## config.mk

```make
export PLATFORM = sky130hd
export DESIGN_NAME = irq_source_mode_ctrl
export DESIGN_NICKNAME = d
export VERILOG_FILES = /design/src/rtl/irq_mode_pkg.sv /design/src/rtl/irq_source_mode_ctrl.sv
export VERILOG_INCLUDE_DIRS = /design/src /design/src/rtl
export SDC_FILE = /design/constraint.sdc
export NUM_CORES = 1
export LEC_CHECK = 0
export ABC_AREA = 0
export BUFFER_PORTS_ARGS = -buffer_cell sky130_fd_sc_hd__buf_2
export CORE_UTILIZATION = 33
export DETAILED_ROUTE_END_ITERATION = 12
export PLACE_DENSITY_LB_ADDON = 0.12
export SETUP_SLACK_MARGIN = 0.3
export SYNTH_ARGS = -nofsm -noshare
export SYNTH_HDL_FRONTEND = slang
export SYNTH_SLANG_ARGS = --single-unit
```

## constraint.sdc

```tcl
create_clock -name SYS_CLK_I -period 3.7 [get_ports SYS_CLK_I]
set_input_delay 0.74 -clock SYS_CLK_I [delete_from_list [all_inputs] [get_ports SYS_CLK_I]]
set_output_delay 0.74 -clock SYS_CLK_I [all_outputs]
set_load 0.005 [all_outputs]
```

## src/rtl/irq_mode_regs.svh

```systemverilog
// Behaviour
// - A set DMA-request bit sends the interrupt to the DMA controller.
// - DMA bit clear: level 000 disables, 001 to 111 give priority 1 to 7.
// - DMA bit set: level 000 to 011 picks channel 0 to 3, 100 up is invalid.
// - One byte per source, source 18 serial-1 receive, 19 serial-1 transmit.
`ifndef IRQ_MODE_REGS_SVH
`define IRQ_MODE_REGS_SVH

// register byte addresses
`define MODE_REG_OFS     4'h0
`define STATUS_REG_OFS   4'h4
// first byte lane of the mode register and the source number it holds
`define FIRST_SRC_LANE   2
`define FIRST_SRC_NUM    18
// field positions inside one source byte
`define TRIG_HI_BIT      5
`define TRIG_LO_BIT      4
`define DMA_EN_BIT       3
`define LEVEL_HI_BIT     2
`define LEVEL_LO_BIT     0
// field values
`define TRIG_REQUIRED    2'h3
`define LEVEL_OFF        3'h0
`define CHAN_LIMIT       3'h4
// reset value of a source byte
`define SRC_BYTE_RST     8'h00

`endif

```

## src/rtl/irq_mode_pkg.sv

```systemverilog
`default_nettype none
package irq_mode_pkg;

   // one source's control byte
   typedef struct packed {
      logic [1:0] rsvd;
      logic [1:0] trig_mode;
      logic       dma_req_en;
      logic [2:0] level;
   } src_cfg_t;

   // per-source routing toward the priority resolver and the dma controller
   typedef struct packed {
      logic       irq_req;
      logic [2:0] irq_level;
      logic       dma_req;
      logic [1:0] dma_chan;
   } src_route_t;

   typedef src_route_t [1:0] route_vec_t;

endpackage
`default_nettype wire

```

## src/rtl/irq_source_mode_ctrl.sv

```systemverilog
// Our own choices: the address map and the Avalon-MM interface to the registers.
`include "irq_mode_regs.svh"
`default_nettype none
module irq_source_mode_ctrl (
   input  wire logic                    SYS_CLK_I,
   input  wire logic                    RSTN_I,
   input  wire logic [3:0]              AVS_ADDRESS_I,
   input  wire logic                    AVS_READ_I,
   input  wire logic                    AVS_WRITE_I,
   input  wire logic [31:0]             AVS_WRITEDATA_I,
   input  wire logic [3:0]              AVS_BYTEENABLE_I,
   output logic      [31:0]             AVS_READDATA_O,
   output logic                         AVS_WAITREQUEST_O,
   input  wire logic                    SER1_RX_IRQ_I,
   input  wire logic                    SER1_TX_IRQ_I,
   output irq_mode_pkg::route_vec_t     ROUTE_O,
   output logic      [3:0]              DMA_CHAN_REQ_O
);
   import irq_mode_pkg::*;

   localparam int NSRC = 2;

   src_cfg_t   cfg_q [NSRC];
   logic [1:0] sync1_q;
   logic [1:0] sync2_q;
   logic       wait_q;
   logic [31:0] rdata_q;
   logic [31:0] mode_word;
   logic [31:0] status_word;
   logic       wr_go;
   logic       rd_go;
   route_vec_t route_d;
   logic [3:0] dma_chan_d;

   // trigger-mode field holds something other than the required code
   function automatic logic trig_bad(input src_cfg_t c);
      trig_bad = (c.trig_mode != `TRIG_REQUIRED);
   endfunction

   // dma routing with a channel number beyond the four channels
   function automatic logic chan_bad(input src_cfg_t c);
      chan_bad = c.dma_req_en && (c.level >= `CHAN_LIMIT);
   endfunction

   // request accepted in the cycle where waitrequest is low
   assign wr_go = AVS_WRITE_I && !wait_q;
   assign rd_go = AVS_READ_I && !wait_q;

   // waitrequest drops for one cycle after each request is seen
   always_ff @(posedge SYS_CLK_I or negedge RSTN_I) begin
      if (!RSTN_I) begin
         wait_q <= 1'b1;
      end else begin
         wait_q <= !((AVS_READ_I || AVS_WRITE_I) && wait_q);
      end
   end

   // two-stage synchroniser for the serial-1 interrupt lines
   always_ff @(posedge SYS_CLK_I or negedge RSTN_I) begin
      if (!RSTN_I) begin
         sync1_q <= 2'h0;
         sync2_q <= 2'h0;
      end else begin
         sync1_q <= {SER1_TX_IRQ_I, SER1_RX_IRQ_I};
         sync2_q <= sync1_q;
      end
   end

   // read views of the mode and status registers
   always_comb begin
      mode_word   = 32'h0000_0000;
      status_word = 32'h0000_0000;
      for (int i = 0; i < NSRC; i++) begin
         mode_word[(`FIRST_SRC_LANE + i) * 8 +: 8] = cfg_q[i];
         status_word[i * 8 +: 8] = {5'h00, sync2_q[i],
                                    chan_bad(cfg_q[i]),
                                    trig_bad(cfg_q[i])};
      end
   end

   // read data is loaded as waitrequest falls
   always_ff @(posedge SYS_CLK_I or negedge RSTN_I) begin
      if (!RSTN_I) begin
         rdata_q <= 32'h0000_0000;
      end else if (AVS_READ_I && wait_q) begin
         case (AVS_ADDRESS_I)
            `MODE_REG_OFS:   rdata_q <= mode_word;
            `STATUS_REG_OFS: rdata_q <= status_word;
            default:         rdata_q <= 32'h0000_0000;
         endcase
      end else if (!rd_go) begin
         rdata_q <= 32'h0000_0000;
      end
   end

   // per-source config byte, written lane by lane
   generate
      for (genvar g = 0; g < NSRC; g++) begin : g_src
         localparam int LANE = `FIRST_SRC_LANE + g;
         always_ff @(posedge SYS_CLK_I or negedge RSTN_I) begin
            if (!RSTN_I) begin
               cfg_q[g] <= src_cfg_t'(`SRC_BYTE_RST);
            end else if (wr_go && AVS_ADDRESS_I == `MODE_REG_OFS
                         && AVS_BYTEENABLE_I[LANE]) begin
               cfg_q[g].rsvd       <= 2'h0;
               cfg_q[g].trig_mode  <= AVS_WRITEDATA_I[LANE * 8 +
                                      `TRIG_LO_BIT +: 2];
               cfg_q[g].dma_req_en <= AVS_WRITEDATA_I[LANE * 8 +
                                      `DMA_EN_BIT];
               cfg_q[g].level      <= AVS_WRITEDATA_I[LANE * 8 +
                                      `LEVEL_LO_BIT +: 3];
            end
         end
      end
   endgenerate

   // route each pending source to the processor or the dma controller
   always_comb begin
      route_d    = '0;
      dma_chan_d = 4'h0;
      for (int i = 0; i < NSRC; i++) begin
         if (!cfg_q[i].dma_req_en) begin
            route_d[i].irq_level = cfg_q[i].level;
            route_d[i].irq_req   = sync2_q[i]
                                   && (cfg_q[i].level != `LEVEL_OFF);
         end else if (!chan_bad(cfg_q[i])) begin
            route_d[i].dma_chan = cfg_q[i].level[1:0];
            route_d[i].dma_req  = sync2_q[i];
            if (sync2_q[i]) begin
               dma_chan_d[cfg_q[i].level[1:0]] = 1'b1;
            end
         end
      end
   end

   // registered routing outputs
   always_ff @(posedge SYS_CLK_I or negedge RSTN_I) begin
      if (!RSTN_I) begin
         ROUTE_O        <= '0;
         DMA_CHAN_REQ_O <= 4'h0;
      end else begin
         ROUTE_O        <= route_d;
         DMA_CHAN_REQ_O <= dma_chan_d;
      end
   end

   assign AVS_READDATA_O    = rdata_q;
   assign AVS_WAITREQUEST_O = wait_q;

endmodule
`default_nettype wire

```

======== After elaboration in Yosys (flattened, before gate mapping) ========
Index checks and enable logic that the tools add are counted.
Widths: inputs -> output; s select.
storage, ports and cells
  register bits ........................... 67
  latch bits .............................. 0
  bits in writable memories ............... 0
  memory bits (read-only) ................. 0
  output and inout port bits .............. 51
  memories ................................ 0
cells by class
  add/subtract/negate cells ............... 0
  multiply operators ...................... 0
  div/mod/pow operators ................... 0
  magnitude comparators ................... 6
  equal/unequal tests ..................... 4
  shift operators ......................... 0
  muxes and demuxes ....................... 19
  bitwise operators ....................... 1
  reductions and logical operators ........ 19
operators with widths
  cell                number
  $mux 32             2
  $pmux 30 s2         1
  $mux 4              8
  $logic_and 1x1->1   13
  $mux 3              4
  $ge 3x3->1 const B  2
  $lt 2x3->1 const B  2
  $reduce_bool 3->1   2
  $demux 1 s2         2
  $eq 4x3->1 const B  1
  $ge 2x1->1 const B  2
  $logic_not 4->1     1
  $ne 2x2->1 const B  2
  $or 4x4->4          1
  $logic_not 1->1     2
  $mux 1              2
  $ne 2x1->1 const B  1
  $logic_or 1x1->1    1

======== Logic depth before layout (Yosys ltp) ========
Gate-level depths: netlist of run 1.
  depth in word-level cells ............... 11
  mapped depth ............................ 5

======== Worst setup path before layout of run 1 ========
OpenSTA, ideal clock, no wires.
  path type ............................... input to register
  start ................................... in AVS_ADDRESS_I[1]
  end ..................................... reg cfg_q[0] (netlist bit)
  arrival ................................. 1.500 ns
  data required time ...................... 3.575 ns
  path slack .............................. 2.075 ns
  stages on the path ...................... 3
  path through ............................ nor3_4 nand4_1 mux2_2
between the ends
  cells in the longest elaborated chain, start to end .. 3
ends and longest elaborated chain
  element                             RTL line                     text
  start: declaration                  irq_source_mode_ctrl.sv:7    input wire logic [3:0] AVS_ADDRESS_I,
  $logic_not 4->1                     n/a
  $logic_and 1x1->1 (no source line)  n/a
  $logic_and 1x1->1                   irq_source_mode_ctrl.sv:103  end else if (wr_go && AVS_ADDRESS_I == `MODE_REG_OFS
  end signal: indexed assignment      irq_source_mode_ctrl.sv:102  cfg_q[g] <= src_cfg_t'(`SRC_BYTE_RST);
  end: declaration                    irq_source_mode_ctrl.sv:23   src_cfg_t cfg_q [NSRC];
No other way between the ends.
A chain may end at the register's enable or synchronous reset.

======== Final worst setup path of run 1 ========
  start ................................... reg wait_q (netlist: AVS_WAITREQUEST_O)
  end ..................................... out AVS_WAITREQUEST_O
RTL lines
  element                   RTL line                    text
  start: declaration        irq_source_mode_ctrl.sv:26  logic wait_q;
  start signal: assignment  irq_source_mode_ctrl.sv:54  wait_q <= !((AVS_READ_I || AVS_WRITE_I) && wait_q);
  end: declaration          irq_source_mode_ctrl.sv:13  output logic AVS_WAITREQUEST_O,
No word-level cell between the ends.

==> flow_summary_export.csv, run 1 <==
group,metric,value,unit
status,status,"finished, final reports clean",
power_and_ir_drop,combinationalPowerShare,0.093,
floorplanning,die_w,79.67,um
power_and_ir_drop,p_int,876.3,uW
global_routing,busiest_layer,"met2",
global_routing,grt_pass1_vias,1281,
global_routing,gr-usage-met1,0.1605,
timing,layout_worst_path_cycle_share,0.4682,
layout,drive_gt1_frac,0.4146,
timing,tns,0,ns
global_routing,grt_usage,0.1309,
timing,max_slew_margin,0.2461,
layout,nFillCells,567,
timing,rsz0062_at_grt,"false",
routing,vias,1289,
power_and_ir_drop,power_switching,273.3,uW
timing,finalWorstSetupSlack,1.968,ns
setup_path,path_max_fanout,6,
logic_synthesis,syn_area,1991,um^2
setup_path,cp-endpoint,"AVS_WAITREQUEST_O",
global_routing,met2_usage,0.2154,
floorplanning,die-area,6347,um^2
routing,dr.pass1.iters,4,
setup_path,crit_chain,"buf_2",
timing,hold_viol_final,0,
cts,cts.htree.levels,2,
timing,post-route-min-period,1.732,ns
setup_path,max_stage_delay,0.58,ns
logic_synthesis,synth_edf_count,0,
timing,worst_pin_slew,1.131,ns
power_and_ir_drop,p_leak,1.329,nW
logic_synthesis,syn_area_per_cell,14.12,um^2
global_routing,use_met3,0.04000,
logic_synthesis,synth-compound-area-share,0.09931,
setup_path,reg2reg_from,"AVS_WAITREQUEST_O",
cts,post-cts-setup-buffers,0,
global_routing,antenna_found_initial,0,
placed_design,place_ws,1.691,ns
setup_path,cp.depth,1,
timing,slew_violations,0,
floorplanning,ioPinCount,97,
floorplanning,initial_utilization,0.3507,
setup_path,required,2.96,ns
cts,cts.sinks,53,
layout,seqCellArea,1328,um^2
logic_synthesis,yosys_warnings,0,
logic_synthesis,ys_types,24,
logic_synthesis,synth-simple-area-share,0.09239,
logic_synthesis,yosys.area.top_type,"dfrtp_1",
logic_synthesis,synthMuxAreaShare,0.06788,
flow_run,cap_violations,0,
routing,first_iter_violations,53,
setup_path,r2r_cells,3,
logic_synthesis,synthAdderAreaFrac,0,
power_and_ir_drop,pwr-share-clk,0.336,
cts,cts_buffer_depth,2,
setup_path,cp-end-kind,"primary output",
cts,cts_resized,0,
setup_path,startpoint_type,"flop",
setup_path,crit_start,"AVS_WAITREQUEST_O",
global_routing,grt_pass1_wl,6.189,mm
cts,cts_root_buffer,"clkbuf_8",
logic_synthesis,yosysSeqAreaShare,0.6669,
floorplanning,core,5675,um^2
setup_path,cp.arrival,0.99,ns
floorplanning,core.rowCount,27,
setup_path,path_buf_inv,1,
timing,worst_clock_skew,0.007169,ns
routing,post-route-drc-count,0,
logic_synthesis,synth_top_area_frac,0.6537,
min_path,hold_class,"flop to flop",
routing,routed_via_density,4.653,
cts,cts_hold_buf,0,
logic_synthesis,synth_common_cells,"dfrtp_1 (52), a22o_1 (16), buf_4 (15)",
setup_path,path_class,"flop to primary output",
setup_path,cpLargestDelayFamily,"flip-flops",
setup_path,r2r_slack,2.29,ns
logic_synthesis,synth_ff_type,"dfrtp_1",
layout,fin_cells,277,
cts,cts.clk_slew.worst_paths,0.09,ns
routing,avgRoutedWirePerCell,14.03,um
power_and_ir_drop,max-vdd-ir-drop,0.1542,mV
layout,design_area,2421,um^2
logic_synthesis,synth_most_common_cell,"dfrtp_1",
setup_path,r2r-end,"cfg_q[12]",
placed_design,io_buffer_count,60,
layout,area_delta_synth_final,21.62,%
logic_synthesis,ys_ff_latch,53,
floorplanning,die_h,79.67,um
global_routing,grt-ovfl-total,0,
logic_synthesis,synth_area_leaders,"dfrtp_1 (65%), a22o_1 (7.0%), mux2_2 (6.8%)",
power_and_ir_drop,powerDensity,474.9,nW/um^2
placed_design,hpwl,2.722,mm
placed_design,place_inst,269,
cts,worstSkewPairLatency,0.30,ns
logic_synthesis,synth_xor_area_frac,0,
logic_synthesis,async_flop_share,1.000,
timing,setup_viol,0,
logic_synthesis,synth_top_family_by_area,"compound AO/OA/AOI/OAI gates",
logic_synthesis,syn_inst,141,
power_and_ir_drop,power.total,1.150,mW
power_and_ir_drop,power_frac_seq,0.570,
routing,totalWireLength,3.887,mm
global_routing,grt_max_degree,54,
setup_path,slowest_stage,"dfstp_2",
routing,ant_nets,0,
layout,n_antenna_cell,0,
power_and_ir_drop,netSwitchingFraction,0.2378,
layout,multi_input_area,569.3,um^2
cts,cts_tree,"yes",
cts,cts_buffers,5,
timing,fmax,577.2,MHz
layout,nNetsFinal,250,
placed_design,placed_area,2310,um^2
placed_design,gp_congestion,0.7475,
==> layout make-up <==
cell class / count / area share
flip-flops and latches: 53 / 0.5483
inverters: 4 / 0.006202
multi-input cells: 79 / 0.2351
clock inverters: 2 / 0.01602
well taps: 72 / 0.03721
clock buffers: 6 / 0.02997
repair buffers: 61 / 0.1271
==> flip-flops by register name (all words and copies together) (netlist names) <==
| signal | flops |
|---|---|
| sync2_q | 2 |
| sync1_q | 2 |
| ROUTE_O | 14 |
| AVS_READDATA_O | 18 |
| AVS_WAITREQUEST_O | 1 |
| cfg_q | 12 |
| DMA_CHAN_REQ_O | 4 |
==> metal layers <==
layer	up-vias	wire length [um]	share of wire
li1	592	-	-
met1	633	1646	0.42
met2	59	1861	0.48
met3	5	341	0.088
met4	0	37	0.0095
met5	-	0	0
==> how the worst min path moves through the flow <==
| stage | to | start | cells after the start | slack, ns |
|---|---|---|---|---|
| 2_1_floorplan | sync2_q[0] | sync1_q[0] | 0 | 0.33 |
| 3_3_place_gp | sync2_q[0] | sync1_q[0] | 0 | 0.33 |
| 3_5_place_dp | sync2_q[1] | sync1_q[1] | 0 | 0.34 |
| 4_1_cts | sync2_q[1] | sync1_q[1] | 0 | 0.36 |
| 5_1_grt | sync2_q[1] | sync1_q[1] | 0 | 0.37 |
| 6_report | sync2_q[1] | sync1_q[1] | 0 | 0.36 |
==> per-stage QoR <==
| stage | hold slack [ns] | util |
|---|---|---|
| 3_3_place_gp | 0.3345 | 0.4070 |
| 5_1_grt | 0.3665 | 0.4266 |
| 2_1_floorplan | 0.3312 | - |
| 4_1_cts | 0.3588 | 0.4266 |
| 3_5_place_dp | 0.3371 | 0.4070 |
| 6_report | 0.3558 | 0.4266 |
==> power by group through the flow <==
stage | Sequential (mW) | Clock, mW | Combinational (mW)
floorplan | 0.661 | 0 | 0.0629
global placement | 0.666 | 0 | 0.107
detailed placement | 0.668 | 0 | 0.110
CTS | 0.657 | 0.397 | 0.110
global route | 0.663 | 0.421 | 0.123
finish | 0.656 | 0.387 | 0.107
==> kinds of logic after synthesis <==
kind of cell,Yosys count
AOI/OAI and AO/OA,23
buffers and inverters,22
DFF,53
muxes,12
other,1
and+or+nand+nor,30
==> placed cells by master, fill, tap and decap left out, drive strengths merged <==
master / instances
o22ai: 1
and4: 1
and4b: 1
conb: 14
clkinv: 1
nand2: 5
nor2: 4
dfstp: 1
buf: 61
inv: 4
or2: 1
and2: 4
nand3: 1
a22o: 16
a32o: 2
bufinv: 1
clkbuf: 6
mux2: 12
nand4: 2
nor3b: 2
o21ai: 1
dfrtp: 52
nor3: 2
o32ai: 3
nor2b: 7
Power figures use the tool's default switching activity.
==> run 2: changes to the inputs <==
==> constraint.sdc (replaced) <==
create_clock -name SYS_CLK_I -period 1.64 [get_ports SYS_CLK_I]
set_input_delay 0.328 -clock SYS_CLK_I [delete_from_list [all_inputs] [get_ports SYS_CLK_I]]
set_output_delay 0.328 -clock SYS_CLK_I [all_outputs]
set_load 0.005 [all_outputs]
==> flow_summary_export.csv, run 2 (synthesized netlist as in run 1, its figures left out) <==
group,metric,value,unit
routing,routed_via_density,4.628,
floorplanning,die_h,79.67,um
setup_path,cp-end-kind,"flop",
setup_path,r2r_cells,4,
timing,layout_worst_path_cycle_share,0.8161,
min_path,hp-start,"SER1_TX_IRQ_I",
setup_path,max_stage_delay,0.57,ns
global_routing,grt_pass1_wl,6.630,mm
routing,ant_nets,0,
setup_path,cp.arrival,1.53,ns
layout,nFillCells,538,
power_and_ir_drop,p_leak,1.371,nW
cts,cts.clk_slew.worst_paths,0.09,ns
setup_path,required,1.83,ns
min_path,holdPathStages,1,
power_and_ir_drop,combinationalPowerShare,0.108,
layout,postLayoutCoreUtil,0.4396,
timing,worst_clock_skew,0.008752,ns
power_and_ir_drop,pwr-share-clk,0.296,
setup_path,crit_chain,"nor2_2 > nand4_1 > buf_12 > mux2_2",
floorplanning,core.rowCount,27,
floorplanning,ioPinCount,97,
cts,cts_tree,"yes",
layout,fin_cells,282,
placed_design,place_ws,0.04888,ns
setup_path,path_max_fanout,6,
layout,largest_reg_flops,18,
floorplanning,die_w,79.67,um
setup_path,reg2reg_from,"AVS_WAITREQUEST_O",
routing,totalWireLength,4.105,mm
power_and_ir_drop,max-vdd-ir-drop,0.3454,mV
timing,rsz0062_at_grt,"true",
cts,cts.htree.levels,2,
layout,final_common_cell,"buf_2",
timing,hold_viol_final,0,
setup_path,path_buf_inv,1,
power_and_ir_drop,power.total,2.487,mW
placed_design,placed_area,2345,um^2
timing,finalWorstSetupSlack,0.3015,ns
routing,post-route-drc-count,0,
timing,setup_viol,0,
layout,final_cell_mix,"buf_2 (60), dfrtp_1 (51), a22o_1 (16)",
layout,design_area,2495,um^2
cts,cts.sinks,53,
cts,cts_buffers,5,
placed_design,hpwl,2.926,mm
layout,nNetsFinal,256,
floorplanning,die-area,6347,um^2
layout,n_antenna_cell,0,
power_and_ir_drop,power_switching,613.1,uW
routing,dr.pass1.iters,4,
floorplanning,core,5675,um^2
placed_design,place_inst,272,
timing,slew_violations,0,
timing,hold_ws,0.1251,ns
cts,worstSkewPairLatency,0.30,ns
global_routing,grt_pass1_vias,1341,
layout,area_delta_synth_final,25.33,%
setup_path,crit_start,"AVS_WAITREQUEST_O",
placed_design,gp_congestion,0.7503,
cts,cts_root_buffer,"clkbuf_8",
setup_path,path_class,"flop to flop",
layout,drive_gt1_frac,0.4381,
timing,worst_pin_slew,0.5018,ns
timing,post-route-min-period,1.338,ns
routing,vias,1305,
global_routing,antenna_found_initial,0,
power_and_ir_drop,power_frac_seq,0.596,
setup_path,startpoint_type,"flop",
floorplanning,initial_utilization,0.3507,
power_and_ir_drop,powerDensity,996.8,nW/um^2
global_routing,grt_usage,0.1408,
setup_path,cp.depth,4,
flow_run,cap_violations,0,
timing,tns,0,ns
setup_path,cpLargestDelayFamily,"flip-flops",
global_routing,grt_max_degree,30,
power_and_ir_drop,netSwitchingFraction,0.2465,
status,status,"finished, final reports clean",
timing,fmax,747.1,MHz
timing,max_slew_margin,0.6654,
placed_design,io_buffer_count,60,
min_path,hold_class,"input pin to flop",
setup_path,slowest_stage,"dfstp_2",
global_routing,grt-ovfl-total,0,
routing,avgRoutedWirePerCell,14.56,um
cts,cts_buffer_depth,2,
power_and_ir_drop,p_int,1.874,mW
routing,first_iter_violations,43,
-- run 2: cell types whose count changed in the layout (fill, tap and decap cells not counted), moves of 2 or more --
cell    change
buf_4       +2
mux2_2      -4
buf_12      +2
mux2_4      +4
-- run 2: cell type report --
type                    count  area, um^2  share of cell area
repair buffers             67       384.1              0.1540
clock inverters             1       7.507            0.003009
inverters                   4       15.01            0.006018
clock buffers               6       82.58             0.03310
multi-input cells          79       586.8              0.2352
well taps                  72       90.09             0.03611
flip-flops and latches     53        1329              0.5326
-- run 2: per-layer routing --
layer / global-route usage / up-vias / share of wire
met2: 0.2308 / 57 / 0.49
met5: 0 / - / 0
met3: 0.04114 / 6 / 0.081
li1: - / 601 / -
met1: 0.1733 / 641 / 0.41
met4: 0.05636 / 0 / 0.011
-- run 2: worst paths after layout --
kind                                 endpoint  slack (ns)
max in group asynchronous            cfg_q[3]        0.60
max reg2reg                         cfg_q[11]        0.30
min                                sync1_q[1]        0.13
min reg2reg                        sync2_q[0]        0.36
max                                 cfg_q[11]        0.30
min in group asynchronous  AVS_READDATA_O[29]        0.52
-- run 2: what timing repair did --
action | 4_1_cts | 5_1_grt
pin swaps | 1 | 2
hold endpoints to repair | 6 | 0
hold buffers | 1 | 0
endpoints found under the setup margin | 7 | 17
buffers inserted | 2 | 0
gates resized for setup | 0 | 7
cloned | 0 | 0
-- run 2: worst reg2reg max path: stages, from the launching register on --
cell and delay (ns):
dfstp_2 0.57, nor2_2 0.05, nand4_1 0.13, buf_12 0.14, mux2_2 0.33
-- run 2: power by group through the flow --
stage / sequential, mW / clock, mW / combinational [mW]
6_report: 1.48 / 0.736 / 0.268
5_1_grt: 1.50 / 0.816 / 0.303
4_1_cts: 1.48 / 0.752 / 0.264
3_5_place_dp: 1.51 / 0 / 0.257
3_3_place_gp: 1.50 / 0 / 0.249
2_1_floorplan: 1.49 / 0 / 0.142
